--- src/adc_backend_pkg.sv ---
// Constants, register map and carrier types for the converter back end.
// Assumes the serial control port has already decoded each byte write.
// Summary of operation
// - Each new sample is taken on the rising clock edge and later stages work on earlier samples at the same time.
// - The overrange flag rises as soon as a sample magnitude is above the upper threshold.
// - The overrange flag falls only after magnitudes stay below the lower threshold for more than the dwell time.
// - Calibration adds up every sample magnitude over a fixed sample count to estimate the average level.
// - At the end of each window the coefficient updates only if the estimate is above the threshold.
// - Threshold gating of calibration is switched on after reset.
// - Each 16-bit threshold is written one byte at a time and the bytes form one value.
// - Calibration threshold codes 0 to 16384 map linearly onto average magnitude, top code at full scale.
// - A 4-bit test mode picks pass-through, zero, positive or negative full scale, all format dependent.
// - Checkerboard, word toggle and ramp ignore the format; the long pseudo-random sequence obeys it.
// - User mode outputs the programmed user words in place of data, subject to the format.
// - Pulling the active-low chip reset returns all logic to its default state.
package adc_backend_pkg;

    localparam int ADDR_W = 13;

    // ****************************************
    // Register offsets
    // ****************************************
    localparam logic [12:0] OFF_TEST_SEL = 13'h00D;
    localparam logic [12:0] OFF_USER_FIRST = 13'h019;
    localparam logic [12:0] OFF_USER_LAST = 13'h020;
    localparam logic [12:0] OFF_FD_UPPER_LO = 13'h040;
    localparam logic [12:0] OFF_FD_UPPER_HI = 13'h041;
    localparam logic [12:0] OFF_FD_LOWER_LO = 13'h042;
    localparam logic [12:0] OFF_FD_LOWER_HI = 13'h043;
    localparam logic [12:0] OFF_FD_DWELL_LO = 13'h044;
    localparam logic [12:0] OFF_FD_DWELL_HI = 13'h045;
    localparam logic [12:0] OFF_CAL_THR_LO = 13'h046;
    localparam logic [12:0] OFF_CAL_THR_HI = 13'h047;
    localparam logic [12:0] OFF_CAL_CTRL = 13'h048;
    localparam logic [12:0] OFF_FORMAT = 13'h049;
    localparam logic [12:0] OFF_STATUS = 13'h04A;

    // ****************************************
    // Reset values and field positions
    // ****************************************
    localparam logic [7:0] TEST_SEL_RESET = 8'h00;
    localparam logic [7:0] CAL_CTRL_RESET = 8'h01;
    localparam logic [7:0] FORMAT_RESET = 8'h00;
    localparam logic [15:0] FD_UPPER_RESET = 16'h0700;
    localparam logic [15:0] FD_LOWER_RESET = 16'h0600;
    localparam logic [15:0] FD_DWELL_RESET = 16'h0010;
    localparam logic [15:0] CAL_THR_RESET = 16'h1000;
    localparam int CAL_GATE_BIT = 0;
    localparam int FMT_OFFSET_BIT = 0;
    localparam int STAT_FLAG_BIT = 0;
    localparam int STAT_BLOCKED_BIT = 1;

    // ****************************************
    // Test modes and patterns
    // ****************************************
    localparam logic [3:0] TM_OFF = 4'h0;
    localparam logic [3:0] TM_MID = 4'h1;
    localparam logic [3:0] TM_POS_FS = 4'h2;
    localparam logic [3:0] TM_NEG_FS = 4'h3;
    localparam logic [3:0] TM_CHECKER = 4'h4;
    localparam logic [3:0] TM_PN_LONG = 4'h5;
    localparam logic [3:0] TM_TOGGLE = 4'h7;
    localparam logic [3:0] TM_USER = 4'h8;
    localparam logic [3:0] TM_RAMP = 4'hF;
    localparam logic [11:0] PAT_ZERO = 12'h000;
    localparam logic [11:0] PAT_POS_FS = 12'h7FF;
    localparam logic [11:0] PAT_NEG_FS = 12'h800;
    localparam logic [11:0] PAT_CHECK_A = 12'hAAA;
    localparam logic [11:0] PAT_CHECK_B = 12'h555;
    localparam logic [11:0] PAT_ONES = 12'hFFF;
    localparam logic [11:0] FMT_FLIP = 12'h800;
    localparam logic [22:0] PN_SEED = 23'h7FFFFF;
    localparam int PN_TAP = 17;

    // Magnitude 2048 times 8 lands on the top threshold code
    localparam logic [15:0] CAL_FULL_SCALE = 16'h4000;
    localparam int CAL_SCALE_SH = 3;

    typedef struct packed {
        logic valid;
        logic [11:0] data;
    } sample_t;

    typedef struct packed {
        logic en;
        logic [12:0] addr;
        logic [7:0] data;
    } reg_wr_t;

endpackage

--- src/adc_backend_detect_cal_testgen.sv ---
// Overrange detector, calibration gate and test-pattern generator.
// Assumes samples and decoded byte writes arrive on clk_sys already.
`timescale 1ns/1ps
`default_nettype none
module adc_backend_detect_cal_testgen #(
    parameter int SAMPLE_W = 12,
    parameter int CAL_LOG2_N = 10
) (
    input wire logic clk_sys,
    input wire logic rstn,
    input wire adc_backend_pkg::sample_t sample_in,
    input wire adc_backend_pkg::reg_wr_t reg_wr,
    input wire logic [adc_backend_pkg::ADDR_W-1:0] rd_addr,
    output logic [7:0] rd_data,
    output adc_backend_pkg::sample_t data_out,
    output logic overrange_flag,
    output logic cal_update,
    output logic [15:0] cal_coeff
);
    import adc_backend_pkg::*;

    localparam int ACC_W = 12 + CAL_LOG2_N;

    if (SAMPLE_W != 12) begin : g_bad_width
        $error("Only 12-bit samples are supported");
    end
    if (CAL_LOG2_N < 1 || CAL_LOG2_N > 20) begin : g_bad_window
        $error("Calibration window exponent must be 1 to 20");
    end

    // ****************************************
    // Control registers
    // ****************************************
    logic [7:0] test_sel_reg, test_sel_next;
    logic [7:0] cal_ctrl_reg, cal_ctrl_next;
    logic [7:0] format_reg, format_next;
    logic [15:0] upper_reg, upper_next;
    logic [15:0] lower_reg, lower_next;
    logic [15:0] dwell_reg, dwell_next;
    logic [15:0] cal_thr_reg, cal_thr_next;
    logic [7:0] user_reg [0:7];
    logic [7:0] user_next [0:7];
    logic [7:0] rd_reg, rd_next;
    logic blocked_reg, blocked_next;
    logic flag_reg, flag_next;
    logic [2:0] user_wr_idx;

    assign user_wr_idx = 3'(reg_wr.addr - OFF_USER_FIRST);

    always_comb begin
        test_sel_next = test_sel_reg;
        cal_ctrl_next = cal_ctrl_reg;
        format_next = format_reg;
        upper_next = upper_reg;
        lower_next = lower_reg;
        dwell_next = dwell_reg;
        cal_thr_next = cal_thr_reg;
        user_next = user_reg;
        if (reg_wr.en) begin
            // Each byte lands in its own half of the 16-bit value
            case (reg_wr.addr)
                OFF_TEST_SEL: test_sel_next = reg_wr.data;
                OFF_CAL_CTRL: cal_ctrl_next = reg_wr.data;
                OFF_FORMAT: format_next = reg_wr.data;
                OFF_FD_UPPER_LO: upper_next[7:0] = reg_wr.data;
                OFF_FD_UPPER_HI: upper_next[15:8] = reg_wr.data;
                OFF_FD_LOWER_LO: lower_next[7:0] = reg_wr.data;
                OFF_FD_LOWER_HI: lower_next[15:8] = reg_wr.data;
                OFF_FD_DWELL_LO: dwell_next[7:0] = reg_wr.data;
                OFF_FD_DWELL_HI: dwell_next[15:8] = reg_wr.data;
                OFF_CAL_THR_LO: cal_thr_next[7:0] = reg_wr.data;
                OFF_CAL_THR_HI: cal_thr_next[15:8] = reg_wr.data;
                default: begin
                    if (reg_wr.addr >= OFF_USER_FIRST &&
                        reg_wr.addr <= OFF_USER_LAST) begin
                        user_next[user_wr_idx] = reg_wr.data;
                    end
                end
            endcase
        end
    end

    always_comb begin
        rd_next = 8'h00;
        case (rd_addr)
            OFF_TEST_SEL: rd_next = test_sel_reg;
            OFF_CAL_CTRL: rd_next = cal_ctrl_reg;
            OFF_FORMAT: rd_next = format_reg;
            OFF_FD_UPPER_LO: rd_next = upper_reg[7:0];
            OFF_FD_UPPER_HI: rd_next = upper_reg[15:8];
            OFF_FD_LOWER_LO: rd_next = lower_reg[7:0];
            OFF_FD_LOWER_HI: rd_next = lower_reg[15:8];
            OFF_FD_DWELL_LO: rd_next = dwell_reg[7:0];
            OFF_FD_DWELL_HI: rd_next = dwell_reg[15:8];
            OFF_CAL_THR_LO: rd_next = cal_thr_reg[7:0];
            OFF_CAL_THR_HI: rd_next = cal_thr_reg[15:8];
            OFF_STATUS: begin
                rd_next[STAT_FLAG_BIT] = flag_reg;
                rd_next[STAT_BLOCKED_BIT] = blocked_reg;
            end
            default: begin
                if (rd_addr >= OFF_USER_FIRST && rd_addr <= OFF_USER_LAST) begin
                    rd_next = user_reg[3'(rd_addr - OFF_USER_FIRST)];
                end
            end
        endcase
    end

    always_ff @(posedge clk_sys or negedge rstn) begin
        if (!rstn) begin
            test_sel_reg <= TEST_SEL_RESET;
            cal_ctrl_reg <= CAL_CTRL_RESET;
            format_reg <= FORMAT_RESET;
            upper_reg <= FD_UPPER_RESET;
            lower_reg <= FD_LOWER_RESET;
            dwell_reg <= FD_DWELL_RESET;
            cal_thr_reg <= CAL_THR_RESET;
            for (int i = 0; i < 8; i++) begin
                user_reg[i] <= 8'h00;
            end
            rd_reg <= 8'h00;
        end else begin
            test_sel_reg <= test_sel_next;
            cal_ctrl_reg <= cal_ctrl_next;
            format_reg <= format_next;
            upper_reg <= upper_next;
            lower_reg <= lower_next;
            dwell_reg <= dwell_next;
            cal_thr_reg <= cal_thr_next;
            user_reg <= user_next;
            rd_reg <= rd_next;
        end
    end

    // ****************************************
    // Sample intake and magnitude
    // ****************************************
    sample_t in_reg;
    logic [11:0] mag;
    logic [15:0] mag16;

    always_ff @(posedge clk_sys or negedge rstn) begin
        if (!rstn) begin
            in_reg <= '0;
        end else begin
            in_reg <= sample_in;
        end
    end

    // Negative full scale gives 2048, which still fits in 12 unsigned bits
    assign mag = in_reg.data[11] ? 12'(~in_reg.data + 12'h001) : in_reg.data;
    assign mag16 = {4'h0, mag};

    // ****************************************
    // Overrange detector
    // ****************************************
    logic [16:0] dwell_cnt_reg, dwell_cnt_next;
    logic [16:0] dwell_inc;

    assign dwell_inc = dwell_cnt_reg + 17'h00001;

    always_comb begin
        flag_next = flag_reg;
        dwell_cnt_next = dwell_cnt_reg;
        if (in_reg.valid) begin
            if (mag16 > upper_reg) begin
                flag_next = 1'b1;
                dwell_cnt_next = '0;
            end else if (flag_reg) begin
                if (mag16 >= lower_reg) begin
                    dwell_cnt_next = '0;
                end else if (dwell_inc > {1'b0, dwell_reg}) begin
                    flag_next = 1'b0;
                    dwell_cnt_next = '0;
                end else begin
                    dwell_cnt_next = dwell_inc;
                end
            end
        end
    end

    // ****************************************
    // Calibration gate
    // ****************************************
    logic [ACC_W-1:0] acc_reg, acc_next, acc_sum;
    logic [CAL_LOG2_N-1:0] cal_cnt_reg, cal_cnt_next;
    logic [15:0] coeff_reg, coeff_next;
    logic upd_reg, upd_next;
    logic [11:0] avg;
    logic [15:0] avg_code;

    assign acc_sum = acc_reg + ACC_W'(mag);
    assign avg = acc_sum[ACC_W-1:CAL_LOG2_N];
    // Scaling to threshold codes keeps the compare exact with no divider
    assign avg_code = 16'(avg) << CAL_SCALE_SH;

    always_comb begin
        acc_next = acc_reg;
        cal_cnt_next = cal_cnt_reg;
        coeff_next = coeff_reg;
        upd_next = 1'b0;
        blocked_next = blocked_reg;
        if (in_reg.valid) begin
            acc_next = acc_sum;
            cal_cnt_next = cal_cnt_reg + 1'b1;
            if (&cal_cnt_reg) begin
                acc_next = '0;
                if (!cal_ctrl_reg[CAL_GATE_BIT] || avg_code > cal_thr_reg) begin
                    coeff_next = avg_code;
                    upd_next = 1'b1;
                    blocked_next = 1'b0;
                end else begin
                    blocked_next = 1'b1;
                end
            end
        end
    end

    // ****************************************
    // Test-pattern generator
    // ****************************************
    logic [22:0] pn_reg, pn_next;
    logic [11:0] ramp_reg, ramp_next;
    logic phase_reg, phase_next;
    logic [1:0] uidx_reg, uidx_next;
    logic [15:0] user_word [0:3];
    logic [11:0] raw;
    logic fmt_ok;
    sample_t out_reg, out_next;

    for (genvar k = 0; k < 4; k++) begin : g_user
        assign user_word[k] = {user_reg[2*k+1], user_reg[2*k]};
    end

    always_comb begin
        pn_next = pn_reg;
        ramp_next = ramp_reg;
        phase_next = phase_reg;
        uidx_next = uidx_reg;
        if (in_reg.valid) begin
            pn_next = {pn_reg[21:0], pn_reg[22] ^ pn_reg[PN_TAP]};
            ramp_next = ramp_reg + 12'h001;
            phase_next = !phase_reg;
            uidx_next = uidx_reg + 2'h1;
        end
    end

    always_comb begin
        raw = in_reg.data;
        fmt_ok = 1'b1;
        case (test_sel_reg[3:0])
            TM_OFF: raw = in_reg.data;
            TM_MID: raw = PAT_ZERO;
            TM_POS_FS: raw = PAT_POS_FS;
            TM_NEG_FS: raw = PAT_NEG_FS;
            TM_CHECKER: begin
                raw = phase_reg ? PAT_CHECK_B : PAT_CHECK_A;
                fmt_ok = 1'b0;
            end
            TM_PN_LONG: raw = pn_reg[22:11];
            TM_TOGGLE: begin
                raw = phase_reg ? PAT_ZERO : PAT_ONES;
                fmt_ok = 1'b0;
            end
            TM_USER: raw = user_word[uidx_reg][15:4];
            TM_RAMP: begin
                raw = ramp_reg;
                fmt_ok = 1'b0;
            end
            default: raw = in_reg.data;
        endcase
        out_next.valid = in_reg.valid;
        out_next.data = (fmt_ok && format_reg[FMT_OFFSET_BIT]) ? raw ^ FMT_FLIP
                                                               : raw;
    end

    always_ff @(posedge clk_sys or negedge rstn) begin
        if (!rstn) begin
            flag_reg <= 1'b0;
            dwell_cnt_reg <= '0;
            acc_reg <= '0;
            cal_cnt_reg <= '0;
            coeff_reg <= '0;
            upd_reg <= 1'b0;
            blocked_reg <= 1'b0;
            pn_reg <= PN_SEED;
            ramp_reg <= PAT_ZERO;
            phase_reg <= 1'b0;
            uidx_reg <= 2'h0;
            out_reg <= '0;
        end else begin
            flag_reg <= flag_next;
            dwell_cnt_reg <= dwell_cnt_next;
            acc_reg <= acc_next;
            cal_cnt_reg <= cal_cnt_next;
            coeff_reg <= coeff_next;
            upd_reg <= upd_next;
            blocked_reg <= blocked_next;
            pn_reg <= pn_next;
            ramp_reg <= ramp_next;
            phase_reg <= phase_next;
            uidx_reg <= uidx_next;
            out_reg <= out_next;
        end
    end

    assign rd_data = rd_reg;
    assign data_out = out_reg;
    assign overrange_flag = flag_reg;
    assign cal_update = upd_reg;
    assign cal_coeff = coeff_reg;
endmodule
`default_nettype wire

--- config.mk ---
export PLATFORM = sky130hd
export DESIGN_NAME = adc_backend_detect_cal_testgen
export DESIGN_NICKNAME = d
export VERILOG_FILES = /design/src/adc_backend_pkg.sv /design/src/adc_backend_detect_cal_testgen.sv
export SDC_FILE = /design/constraint.sdc
export NUM_CORES = 1
export LEC_CHECK = 0
export ABC_AREA = 1
export BUFFER_PORTS_ARGS = -buffer_cell sky130_fd_sc_hd__clkbuf_2
export CORE_ASPECT_RATIO = 1.75
export CORE_MARGIN = 3
export CORE_UTILIZATION = 50
export CTS_CLUSTER_DIAMETER = 150
export DETAILED_ROUTE_END_ITERATION = 8
export PLACE_DENSITY = 0.72
export SLEW_MARGIN = 20
export SYNTH_ARGS = -nofsm -noshare
export SYNTH_HDL_FRONTEND = slang
export SYNTH_SLANG_ARGS = --single-unit
--- constraint.sdc ---
create_clock -name clk_sys -period 3.8 [get_ports clk_sys]
set_clock_uncertainty 0.05 [all_clocks]
set_input_delay 0.19 -clock clk_sys [delete_from_list [all_inputs] [get_ports clk_sys]]
set_output_delay 0.19 -clock clk_sys [all_outputs]
set_load 0.05 [all_outputs]
=== Word-level counts from Yosys, hierarchy flattened ===
Cells that the tools add are included.
Widths: inputs -> output; s select.

* Register bits: 288
* RAM bits: 0
* Memories kept: 0
* Bits in read-only memories: 0
* Bits in latches: 0
* Output and inout bits: 39
* Bits of input ports: 50

* Reduce and logical (&&, ||, !) cells: 26
* Equality and inequality tests: 31
* $mul: 0
* Add/sub/neg operators: 8
* Mux-type cells: 31
* Shifts and indexed selects: 0
* Magnitude comparators: 12
* Bitwise gates (word level): 7
* Divide/modulo/power cells: 0

{| class="wikitable"
|+ Operators with widths
! operator !! number
|-
| $eq 13x7->1 const B || 21
|-
| $pmux 12 s8 || 1
|-
| $pmux 6 s12 || 1
|-
| $mux 17 || 4
|-
| $bwmux 64 || 1
|-
| $mux 12 || 4
|-
| $bmux 16 s2 || 1
|-
| $mux 16 || 2
|-
| $mux 8 || 4
|-
| $eq 13x4->1 const B || 2
|-
| $ge 13x5->1 const B || 2
|-
| $le 13x6->1 const B || 2
|-
| $add 12x1->12 const B || 2
|-
| $bmux 8 s3 || 1
|-
| $demux 8 s3 || 1
|-
| $pmux 2 s12 || 1
|-
| $reduce_and 2->1 || 12
|-
| $add 22x12->22 || 1
|-
| $mux 22 || 1
|-
| $add 17x1->17 const B || 1
|-
| $gt 17x16->1 || 1
|-
| $ge 12x16->1 || 1
|-
| $gt 12x16->1 || 1
|-
| $gt 15x16->1 || 1
|-
| other kinds (26) || 46
|}

=== Depth between registers and ports, before layout ===
Gate-level depths: netlist (run 1).

* Depth in word-level cells: 9
* Depth in mapped cells: 30
* Depth with buffers taken out: 30

=== Least setup slack after synthesis (run 1) ===
No wires, ideal clock.

* Kind: register -> register
* Start: register in_reg[11] in the netlist's numbering
* End: register coeff_reg[10] (netlist: cal_coeff[10])
* Slack: 4 ps
* Path buffers: 1
* Arrival: 3628 ps
* Period minus slack after synthesis: 3796 ps
* Stages on the path, launching flop included: 24
* Path through: dfrtp_1 -> clkinv_1 -> a31oi_1 -> xor2_1 -> ha_1 -> a21oi_1 -> nand2_1 -> a21boi_0 -> o21ai_0 -> a21oi_1 -> xor2_1 -> inv_1 -> ha_1 -> nor4b_1 -> o21ai_0 -> nand2_1 -> nand2_1 -> nand2_1 -> nand2_1 -> nand2_1 -> nand2_2 -> buf_6 -> nand2_1 -> nand2_1

* Elaborated cells on any way between the ends: 7
* Those cells by class: 2 x add/sub; 1 x order compare; 1 x mux; 1 x bitwise; 2 x reduce/logical

{| class="wikitable"
|+ RTL lines
! item !! RTL line !! source
|-
| start: declaration || adc_backend_detect_cal_testgen.sv:138 || <nowiki>sample_t in_reg;</nowiki>
|-
| start signal: assignment || adc_backend_detect_cal_testgen.sv:146 || <nowiki>in_reg <= sample_in;</nowiki>
|-
| $mux 12 || adc_backend_detect_cal_testgen.sv:151 || <nowiki>assign mag = in_reg.data[11] ? 12'(~in_reg.data + 12'h001) : in_reg.data;</nowiki>
|-
| $add 22x12->22 || adc_backend_detect_cal_testgen.sv:192 || <nowiki>assign acc_sum = acc_reg + ACC_W'(mag);</nowiki>
|-
| named net acc_sum[10] || adc_backend_detect_cal_testgen.sv:185 || <nowiki>logic [ACC_W-1:0] acc_reg, acc_next, acc_sum;</nowiki>
|-
| $gt 15x16->1 || adc_backend_detect_cal_testgen.sv:208 || <nowiki>if (!cal_ctrl_reg[CAL_GATE_BIT] || avg_code > cal_thr_reg) begin</nowiki>
|-
| $logic_or 1x1->1 || adc_backend_detect_cal_testgen.sv:208 ||
|-
| $reduce_and 12->1 (no line) || n/a ||
|-
| end signal: assignment || adc_backend_detect_cal_testgen.sv:296 || <nowiki>coeff_reg <= coeff_next;</nowiki>
|-
| end: declaration || adc_backend_detect_cal_testgen.sv:187 || <nowiki>logic [15:0] coeff_reg, coeff_next;</nowiki>
|}

The timed path passes the listed nets, and every way through them passes these cells.
A chain may end at the register's enable or synchronous reset.

=== Worst setup path after layout (run 1) ===
* Start: register in_reg[3] in the netlist's numbering
* End: register upd_reg (netlist: cal_update)

* Cells in the longest elaborated chain, start to end: 9

{| class="wikitable"
|+ Ends and longest elaborated chain
! item !! RTL line !! source
|-
| $not 12->12 || adc_backend_detect_cal_testgen.sv:151 ||
|-
| $add 12x1->12 || adc_backend_detect_cal_testgen.sv:151 ||
|-
| $mux 12 (*) || adc_backend_detect_cal_testgen.sv:151 ||
|-
| $add 22x12->22 (*) || adc_backend_detect_cal_testgen.sv:192 ||
|-
| named net acc_sum[14] || adc_backend_detect_cal_testgen.sv:185 ||
|-
| $gt 15x16->1 (*) || adc_backend_detect_cal_testgen.sv:208 ||
|-
| $logic_or 1x1->1 (*) || adc_backend_detect_cal_testgen.sv:208 ||
|-
| $mux 1 (*) || adc_backend_detect_cal_testgen.sv:208 ||
|-
| $mux 1 (*) || adc_backend_detect_cal_testgen.sv:206 || <nowiki>if (&cal_cnt_reg) begin</nowiki>
|-
| $mux 1 (*) || adc_backend_detect_cal_testgen.sv:203 || <nowiki>if (in_reg.valid) begin</nowiki>
|-
| named net upd_next || adc_backend_detect_cal_testgen.sv:188 || <nowiki>logic upd_reg, upd_next;</nowiki>
|-
| end signal: assignment || adc_backend_detect_cal_testgen.sv:297 || <nowiki>upd_reg <= upd_next;</nowiki>
|-
| end: declaration || adc_backend_detect_cal_testgen.sv:188 ||
|}

Mark *: on every way through the listed nets, which the timed path passes. The rest lies on a longest branch.

==> flow_summary.json, run 1 <==
{
  "ir_worst_vdd_mv": 0.358,
  "critPathMaxStageDelay_ps": 400,
  "synthMostInstantiatedCell": "sky130_fd_sc_hd__nand2_1",
  "layout.nets": 2222,
  "post_synthesis_register_bit_count": 288,
  "final_antenna_net_count": 0,
  "tritoncts": "built",
  "synth_edf_count": 0,
  "result_of_the_run": "complete, but fails checks",
  "cts.root.buffer_cell": "sky130_fd_sc_hd__clkbuf_16",
  "antennaDiodeCount": 0,
  "die_w_um": 140,
  "cts_buffer_count": 27,
  "reg2reg_to": "cal_update$_DFF_PN0_",
  "min_period_ps": 4020,
  "timing.fmax_mhz": 248,
  "maximum_fanout_along_the_worst_path": 3,
  "power.static_leakage_nw": 8.69,
  "post_synth_num_cell_types": 63,
  "detail_route.wl_per_cell_um": 19.3,
  "timing.final.hold_violations": 0,
  "synth_largest_type_area_fraction_pct": 40.6,
  "design.portCount": 89,
  "clk-insertion-delay-late_ps": 560,
  "drt_first_pass_iters": 5,
  "maxCapViolCount": 0,
  "setup_violations": 14,
  "tritoncts_num_sinks": 288,
  "drtIter0Drc": 992,
  "critical_path_class": "reg2reg",
  "yosys-top-cells-count": "457 x sky130_fd_sc_hd__nand2_1, 257 x sky130_fd_sc_hd__dfrtp_1, 222 x sky130_fd_sc_hd__inv_1",
  "synth_area_per_cell_um2": 8.24,
  "grt_overflow": 0,
  "initial_util_pct": 51.1,
  "period_utilization_pct": 106,
  "cts.clk_slew.worst_paths_ps": 70,
  "numPortBuffers": 84,
  "dpl-instance-area_mm2": 0.0171,
  "layout_cells_sized_above_1_pct": 18.1,
  "place_inst": 2416,
  "std_cell_rows": 85,
  "failed_checks": "setup timing",
  "post_synth_inst_count": 1922,
  "sequential_element_share_of_the_synthesized_area_pct": 45.8,
  "post-place-ws_ps": -343,
  "via_count": 14100,
  "rsz0062_at_grt": "yes",
  "worst_ep_required_time_ps": 4230,
  "worst_setup_path_start_kind": "flop",
  "grt_antenna_before_repair": 0,
  "routed_via_density": 5.62,
  "cellPowerDensity_mw_per_mm2": 468,
  "die_y_um": 241,
  "via_count_of_the_first_global_routing_pass": 13900,
  "asyncSetResetFlopFracSynth_pct": 100,
  "drc": 0,
  "syn2layout_area_growth_pct": 17.1,
  "syn-cell-area_mm2": 0.0158,
  "critical_path.reg2reg.startpoint": "in_reg[3]$_DFF_PN0_",
  "worst-endpoint-arrival_ps": 4460,
  "cts_max_path_buffers": 3,
  "finalHoldWorstSlack_ps": 105,
  "grt_first_pass_wirelength_um": 74900,
  "postLayoutCellArea_mm2": 0.0185,
  "final_cell_count_no_fill": 2500,
  "timing.final.ws_setup_ps": -225,
  "gp_congestion": 1.01,
  "synth_top_flop_cell": "sky130_fd_sc_hd__dfrtp_1",
  "cp_top_family": "simple AND/OR/NAND/NOR gates",
  "timing.max_slew.rel_slack_pct": 35.0,
  "ctsHtreeMaxLevel": 1,
  "place_hpwl_um": 35500,
  "largest_register_ff_count": 64,
  "ys_top_cells_by_area": "sky130_fd_sc_hd__dfrtp_1 41%, sky130_fd_sc_hd__nand2_1 11%, sky130_fd_sc_hd__ha_1 6.5%, sky130_fd_sc_hd__o21ai_0 6.4%, sky130_fd_sc_hd__inv_1 5.3%",
  "netlist.top_cell.by_area": "sky130_fd_sc_hd__dfrtp_1",
  "gr-usage-all-layers_pct": 28.1,
  "finalSetupTns_ps": -2610,
  "r2r_cells": 26,
  "dieArea_mm2": 0.0339,
  "cp_common_cell": "sky130_fd_sc_hd__nand2_1",
  "minimum_setup_slack_among_reg_to_reg_paths_ps": -220,
  "yosysWarningCount": 0,
  "core_mm2": 0.0309,
  "critical_path_endpoint_category": "flop",
  "routed_wl_um": 48200,
  "final_max_slew_viol_count": 0,
  "cpMaxStageDelayCell": "sky130_fd_sc_hd__dfrtp_1",
  "timing.critical_path.buf_inv": 5,
  "worst_hold_path_type": "in2async",
  "grt_start_max_net_pins": 87,
  "least_margin_pin_slew_ps": 974
}
-- placed cells by master, fill, tap and decap left out, types with 5 or more instances in the layout --
master and count:
sky130_fd_sc_hd__dlygate4sd3_1 14, sky130_fd_sc_hd__dfrtp_1 256, sky130_fd_sc_hd__a21oi_2 7, sky130_fd_sc_hd__nand4_1 45
sky130_fd_sc_hd__ha_1 80, sky130_fd_sc_hd__o22ai_1 31, sky130_fd_sc_hd__o21ai_1 56, sky130_fd_sc_hd__clkbuf_2 83
sky130_fd_sc_hd__clkinv_1 5, sky130_fd_sc_hd__a21oi_1 88, sky130_fd_sc_hd__clkbuf_1 8, sky130_fd_sc_hd__buf_4 99
sky130_fd_sc_hd__nor4_1 5, sky130_fd_sc_hd__nor3_1 24, sky130_fd_sc_hd__buf_12 5, sky130_fd_sc_hd__a31oi_1 5
sky130_fd_sc_hd__clkbuf_16 27, sky130_fd_sc_hd__nand2_2 28, sky130_fd_sc_hd__inv_2 11, sky130_fd_sc_hd__xor2_1 44
sky130_fd_sc_hd__xnor2_1 14, sky130_fd_sc_hd__o21ai_2 22, sky130_fd_sc_hd__clkbuf_8 6, sky130_fd_sc_hd__inv_1 214
sky130_fd_sc_hd__nand2_4 8, sky130_fd_sc_hd__nor3_4 5, sky130_fd_sc_hd__nor2_1 83, sky130_fd_sc_hd__nand3_1 82
sky130_fd_sc_hd__nor2_4 5, sky130_fd_sc_hd__o21ai_0 190, sky130_fd_sc_hd__nand2_1 435, sky130_fd_sc_hd__nor2_2 6
sky130_fd_sc_hd__dfstp_2 31
-- how the worst max path moves through the flow --
| stage | start | depth (start not counted) | end |
|---|---|---|---|
| floorplan | in_reg[11]$_DFF_PN0_ | 23 | cal_coeff[10]$_DFFE_PN0P_ |
| finish | in_reg[3]$_DFF_PN0_ | 26 | cal_update$_DFF_PN0_ |
| detailed placement | in_reg[0]$_DFF_PN0_ | 30 | cal_coeff[4]$_DFFE_PN0P_ |
| global route | in_reg[3]$_DFF_PN0_ | 26 | cal_coeff[5]$_DFFE_PN0P_ |
| global placement | in_reg[0]$_DFF_PN0_ | 23 | cal_coeff[11]$_DFFE_PN0P_ |
| CTS | in_reg[0]$_DFF_PN0_ | 31 | cal_coeff[5]$_DFFE_PN0P_ |
-- routing by layer --
metal	vias up	global-route usage, %	wire, um	part of all wire (%)
li1	6704	-	-	-
met1	6756	30.5	17500	36
met2	417	51.9	25200	52
met3	177	2.61	1870	3.9
met4	0	18.1	3590	7.4
met5	-	0	0	0
-- per-stage QoR --
step / utilization [%] / total power, mW
global route: 59.9 / 9.08
CTS: 59.4 / 8.59
detailed placement: 55.1 / 5.63
global placement: 55.1 / 5.56
finish: 59.9 / 8.67
floorplan: - / 4.63
-- area by class of cell --
class	count	area, um2
multi-input cells	1338	7640
fillers	2752	12400
well taps	391	489
inverters	230	866
clock inverters	8	72.6
flip-flops and latches	288	7250
repair buffers	204	1440
clock buffers	41	788
-- power breakdown --
group | switching [mW] | internal [mW] | leakage [nW]
clock | 1.22 | 1.50 | 0.417
combinational | 1.43 | 1.09 | 4.48
sequential | 0.192 | 3.25 | 3.79
total | 2.84 | 5.83 | 8.69
-- cells by family after synthesis --
group	share of synthesized area (%)
xor+xnor	3.49
compound gates	15.4
other cells	0.0237
simple gates	20.8
fa+ha+maj	6.61
flops	45.8
buf+inv	7.89
-- repair_timing --
action	in CTS	in global routing
buffers inserted	12	10
pin swaps	10	34
resized for setup	55	42
endpoints found under the hold margin	78	0
hold buffers	14	0
setup endpoints to repair	14	14
gates cloned	2	0
Power figures use the tool's default switching activity.
==> run 2: changes to the inputs <==
--- a/config.mk
+++ b/config.mk
@@ -7,12 +7,14 @@
 export LEC_CHECK = 0
 export ABC_AREA = 1
 export BUFFER_PORTS_ARGS = -buffer_cell sky130_fd_sc_hd__clkbuf_2
+export CELL_PAD_IN_SITES_DETAIL_PLACEMENT = 1
+export CELL_PAD_IN_SITES_GLOBAL_PLACEMENT = 2
 export CORE_ASPECT_RATIO = 1.75
 export CORE_MARGIN = 3
-export CORE_UTILIZATION = 50
+export CORE_UTILIZATION = 34
 export CTS_CLUSTER_DIAMETER = 150
 export DETAILED_ROUTE_END_ITERATION = 8
-export PLACE_DENSITY = 0.72
+export PLACE_DENSITY = 0.79
 export SLEW_MARGIN = 20
 export SYNTH_ARGS = -nofsm -noshare
 export SYNTH_HDL_FRONTEND = slang
==> flow_summary.json, run 2 (synthesized netlist as in run 1, its figures left out) <==
{
  "fill_cells": 5605,
  "gr-usage-all-layers_pct": 22.7,
  "r2r_cells": 27,
  "worst-endpoint-arrival_ps": 4480,
  "commonest_non_fill_non_tap_cells_in_the_layout": "447 x sky130_fd_sc_hd__nand2_1, 256 x sky130_fd_sc_hd__dfrtp_1, 214 x sky130_fd_sc_hd__inv_1",
  "core_mm2": 0.0461,
  "timing.fmax_mhz": 247,
  "cts.clk_slew.worst_paths_ps": 60,
  "min_period_ps": 4050,
  "finalHoldWorstSlack_ps": 124,
  "cellPowerDensity_mw_per_mm2": 472,
  "numPortBuffers": 84,
  "drt_first_pass_iters": 5,
  "ctsHtreeMaxLevel": 1,
  "timing.final.hold_violations": 0,
  "grt_antenna_before_repair": 1,
  "cpMaxStageDelayCell": "sky130_fd_sc_hd__dfrtp_1",
  "layout.cells.most_common": "sky130_fd_sc_hd__nand2_1",
  "reg2reg_to": "cal_coeff[12]$_DFFE_PN0P_",
  "final_antenna_net_count": 0,
  "timing.final.ws_setup_ps": -248,
  "largest_register_ff_count": 64,
  "tritoncts": "built",
  "final_cell_count_no_fill": 2694,
  "syn2layout_area_growth_pct": 19.2,
  "worst_hold_path_type": "in2async",
  "gp_congestion": 0.907,
  "routed_via_density": 5.22,
  "footprint_of_the_flip_flops_and_latches_mm2": 0.00725,
  "cts_buffer_count": 30,
  "place_inst": 2611,
  "critical_path_endpoint_category": "flop",
  "multiInputGateArea_mm2": 0.00765,
  "power.static_leakage_nw": 8.73,
  "clk-insertion-delay-late_ps": 590,
  "critical_path.reg2reg.startpoint": "in_reg[0]$_DFF_PN0_",
  "fin_util_pct": 41.0,
  "minimum_setup_slack_among_reg_to_reg_paths_ps": -250,
  "std_cell_rows": 104,
  "grt_overflow": 0,
  "failed_checks": "setup timing",
  "die_y_um": 291,
  "initial_util_pct": 34.4,
  "worst_ep_required_time_ps": 4230,
  "maxCapViolCount": 0,
  "grt.met2_usage_pct": 43.9,
  "critPathMaxStageDelay_ps": 400,
  "post-place-ws_ps": -484,
  "layout.nets": 2219,
  "drtIter0Drc": 740,
  "worst_setup_path_start_kind": "flop",
  "design.portCount": 89,
  "via_count_of_the_first_global_routing_pass": 15300,
  "maximum_fanout_along_the_worst_path": 7,
  "grt_first_pass_wirelength_um": 87100,
  "cp_common_cell": "sky130_fd_sc_hd__nand2_1",
  "postLayoutCellArea_mm2": 0.0189,
  "result_of_the_run": "complete, but fails checks",
  "via_count": 14100,
  "drc": 0,
  "die_w_um": 169,
  "cts_max_path_buffers": 3,
  "least_margin_pin_slew_ps": 1030,
  "critical_path_class": "reg2reg",
  "grt_start_max_net_pins": 91,
  "globalRouteMet1Util_pct": 23.4,
  "timing.max_slew.rel_slack_pct": 31.5,
  "setup_violations": 13,
  "layout_cells_sized_above_1_pct": 17.8,
  "rsz0062_at_grt": "yes",
  "cts.root.buffer_cell": "sky130_fd_sc_hd__clkbuf_16",
  "grt_util_met3_pct": 2.31,
  "tritoncts_num_sinks": 288,
  "period_utilization_pct": 107,
  "global_route.peak_usage_layer": "met2",
  "dpl-instance-area_mm2": 0.0173,
  "dieArea_mm2": 0.0493,
  "detail_route.wl_per_cell_um": 21.0,
  "final_max_slew_viol_count": 0,
  "place_hpwl_um": 42500,
  "routed_wl_um": 56500,
  "ir_worst_vdd_mv": 0.308
}
==> run 2: worst max-delay path by stage <==
stage	depth (start not counted)	end	slack, ps	startpoint
floorplan	23	cal_coeff[10]$_DFFE_PN0P_	4	in_reg[11]$_DFF_PN0_
finish	27	cal_coeff[12]$_DFFE_PN0P_	-250	in_reg[0]$_DFF_PN0_
detailed placement	25	cal_coeff[3]$_DFFE_PN0P_	-480	in_reg[0]$_DFF_PN0_
global route	28	cal_coeff[12]$_DFFE_PN0P_	-490	in_reg[0]$_DFF_PN0_
global placement	25	cal_coeff[13]$_DFFE_PN0P_	-290	in_reg[1]$_DFF_PN0_
CTS	30	cal_coeff[4]$_DFFE_PN0P_	-170	in_reg[0]$_DFF_PN0_
==> run 2: routing by layer <==
metal  wire [um]  share of wire, %  vias to the layer above
met4        3690               6.5                        0
met2       31000                55                      279
met3        1550               2.7                      139
li1            -                 -                     6677
met5           0                 0                        -
met1       20300                36                     6958
==> run 2: area by class of cell <==
cell class                      count  share of cell area, %
Antenna cell                        1                 0.0133
Clock buffer                       45                   4.66
Clock inverter                     11                  0.484
Inverter                          230                   4.61
Multi-Input combinational cell   1338                   40.5
Sequential cell                   288                   38.4
Tap cell                          583                   3.87
Timing Repair Buffer              198                   7.41
==> run 2: worst max-delay path: cells and delay by family (launching register included) <==
family,cells,cell delay [ps]
AO/OA/AOI/OAI,3,310
XOR/XNOR,2,350
adder cells (fa/ha/maj),2,550
buffers and inverters,6,720
flip-flops,1,400
AND/OR/NAND/NOR,14,1540
==> run 2: report_power, final <==
group | total [mW] | internal [mW] | switching, mW
registers | 3.48 | 3.25 | 0.232
logic | 2.44 | 1.01 | 1.43
clock network | 2.98 | 1.67 | 1.32
==> run 2: metrics by stage <==
stage          TNS (ps)  power, mW
6_report          -2920       8.90
4_1_cts           -1840       8.88
3_5_place_dp      -5830       5.71
2_1_floorplan         0       4.63
3_3_place_gp      -3670       5.63
5_1_grt           -6360       9.35
==> run 2: repair_timing <==
item	in CTS	in global routing
gates resized for setup	54	33
cloned	1	0
endpoints found under the setup margin	14	14
buffers inserted	7	4
hold buffers	14	0
pin swaps	13	18
endpoints found under the hold margin	95	0
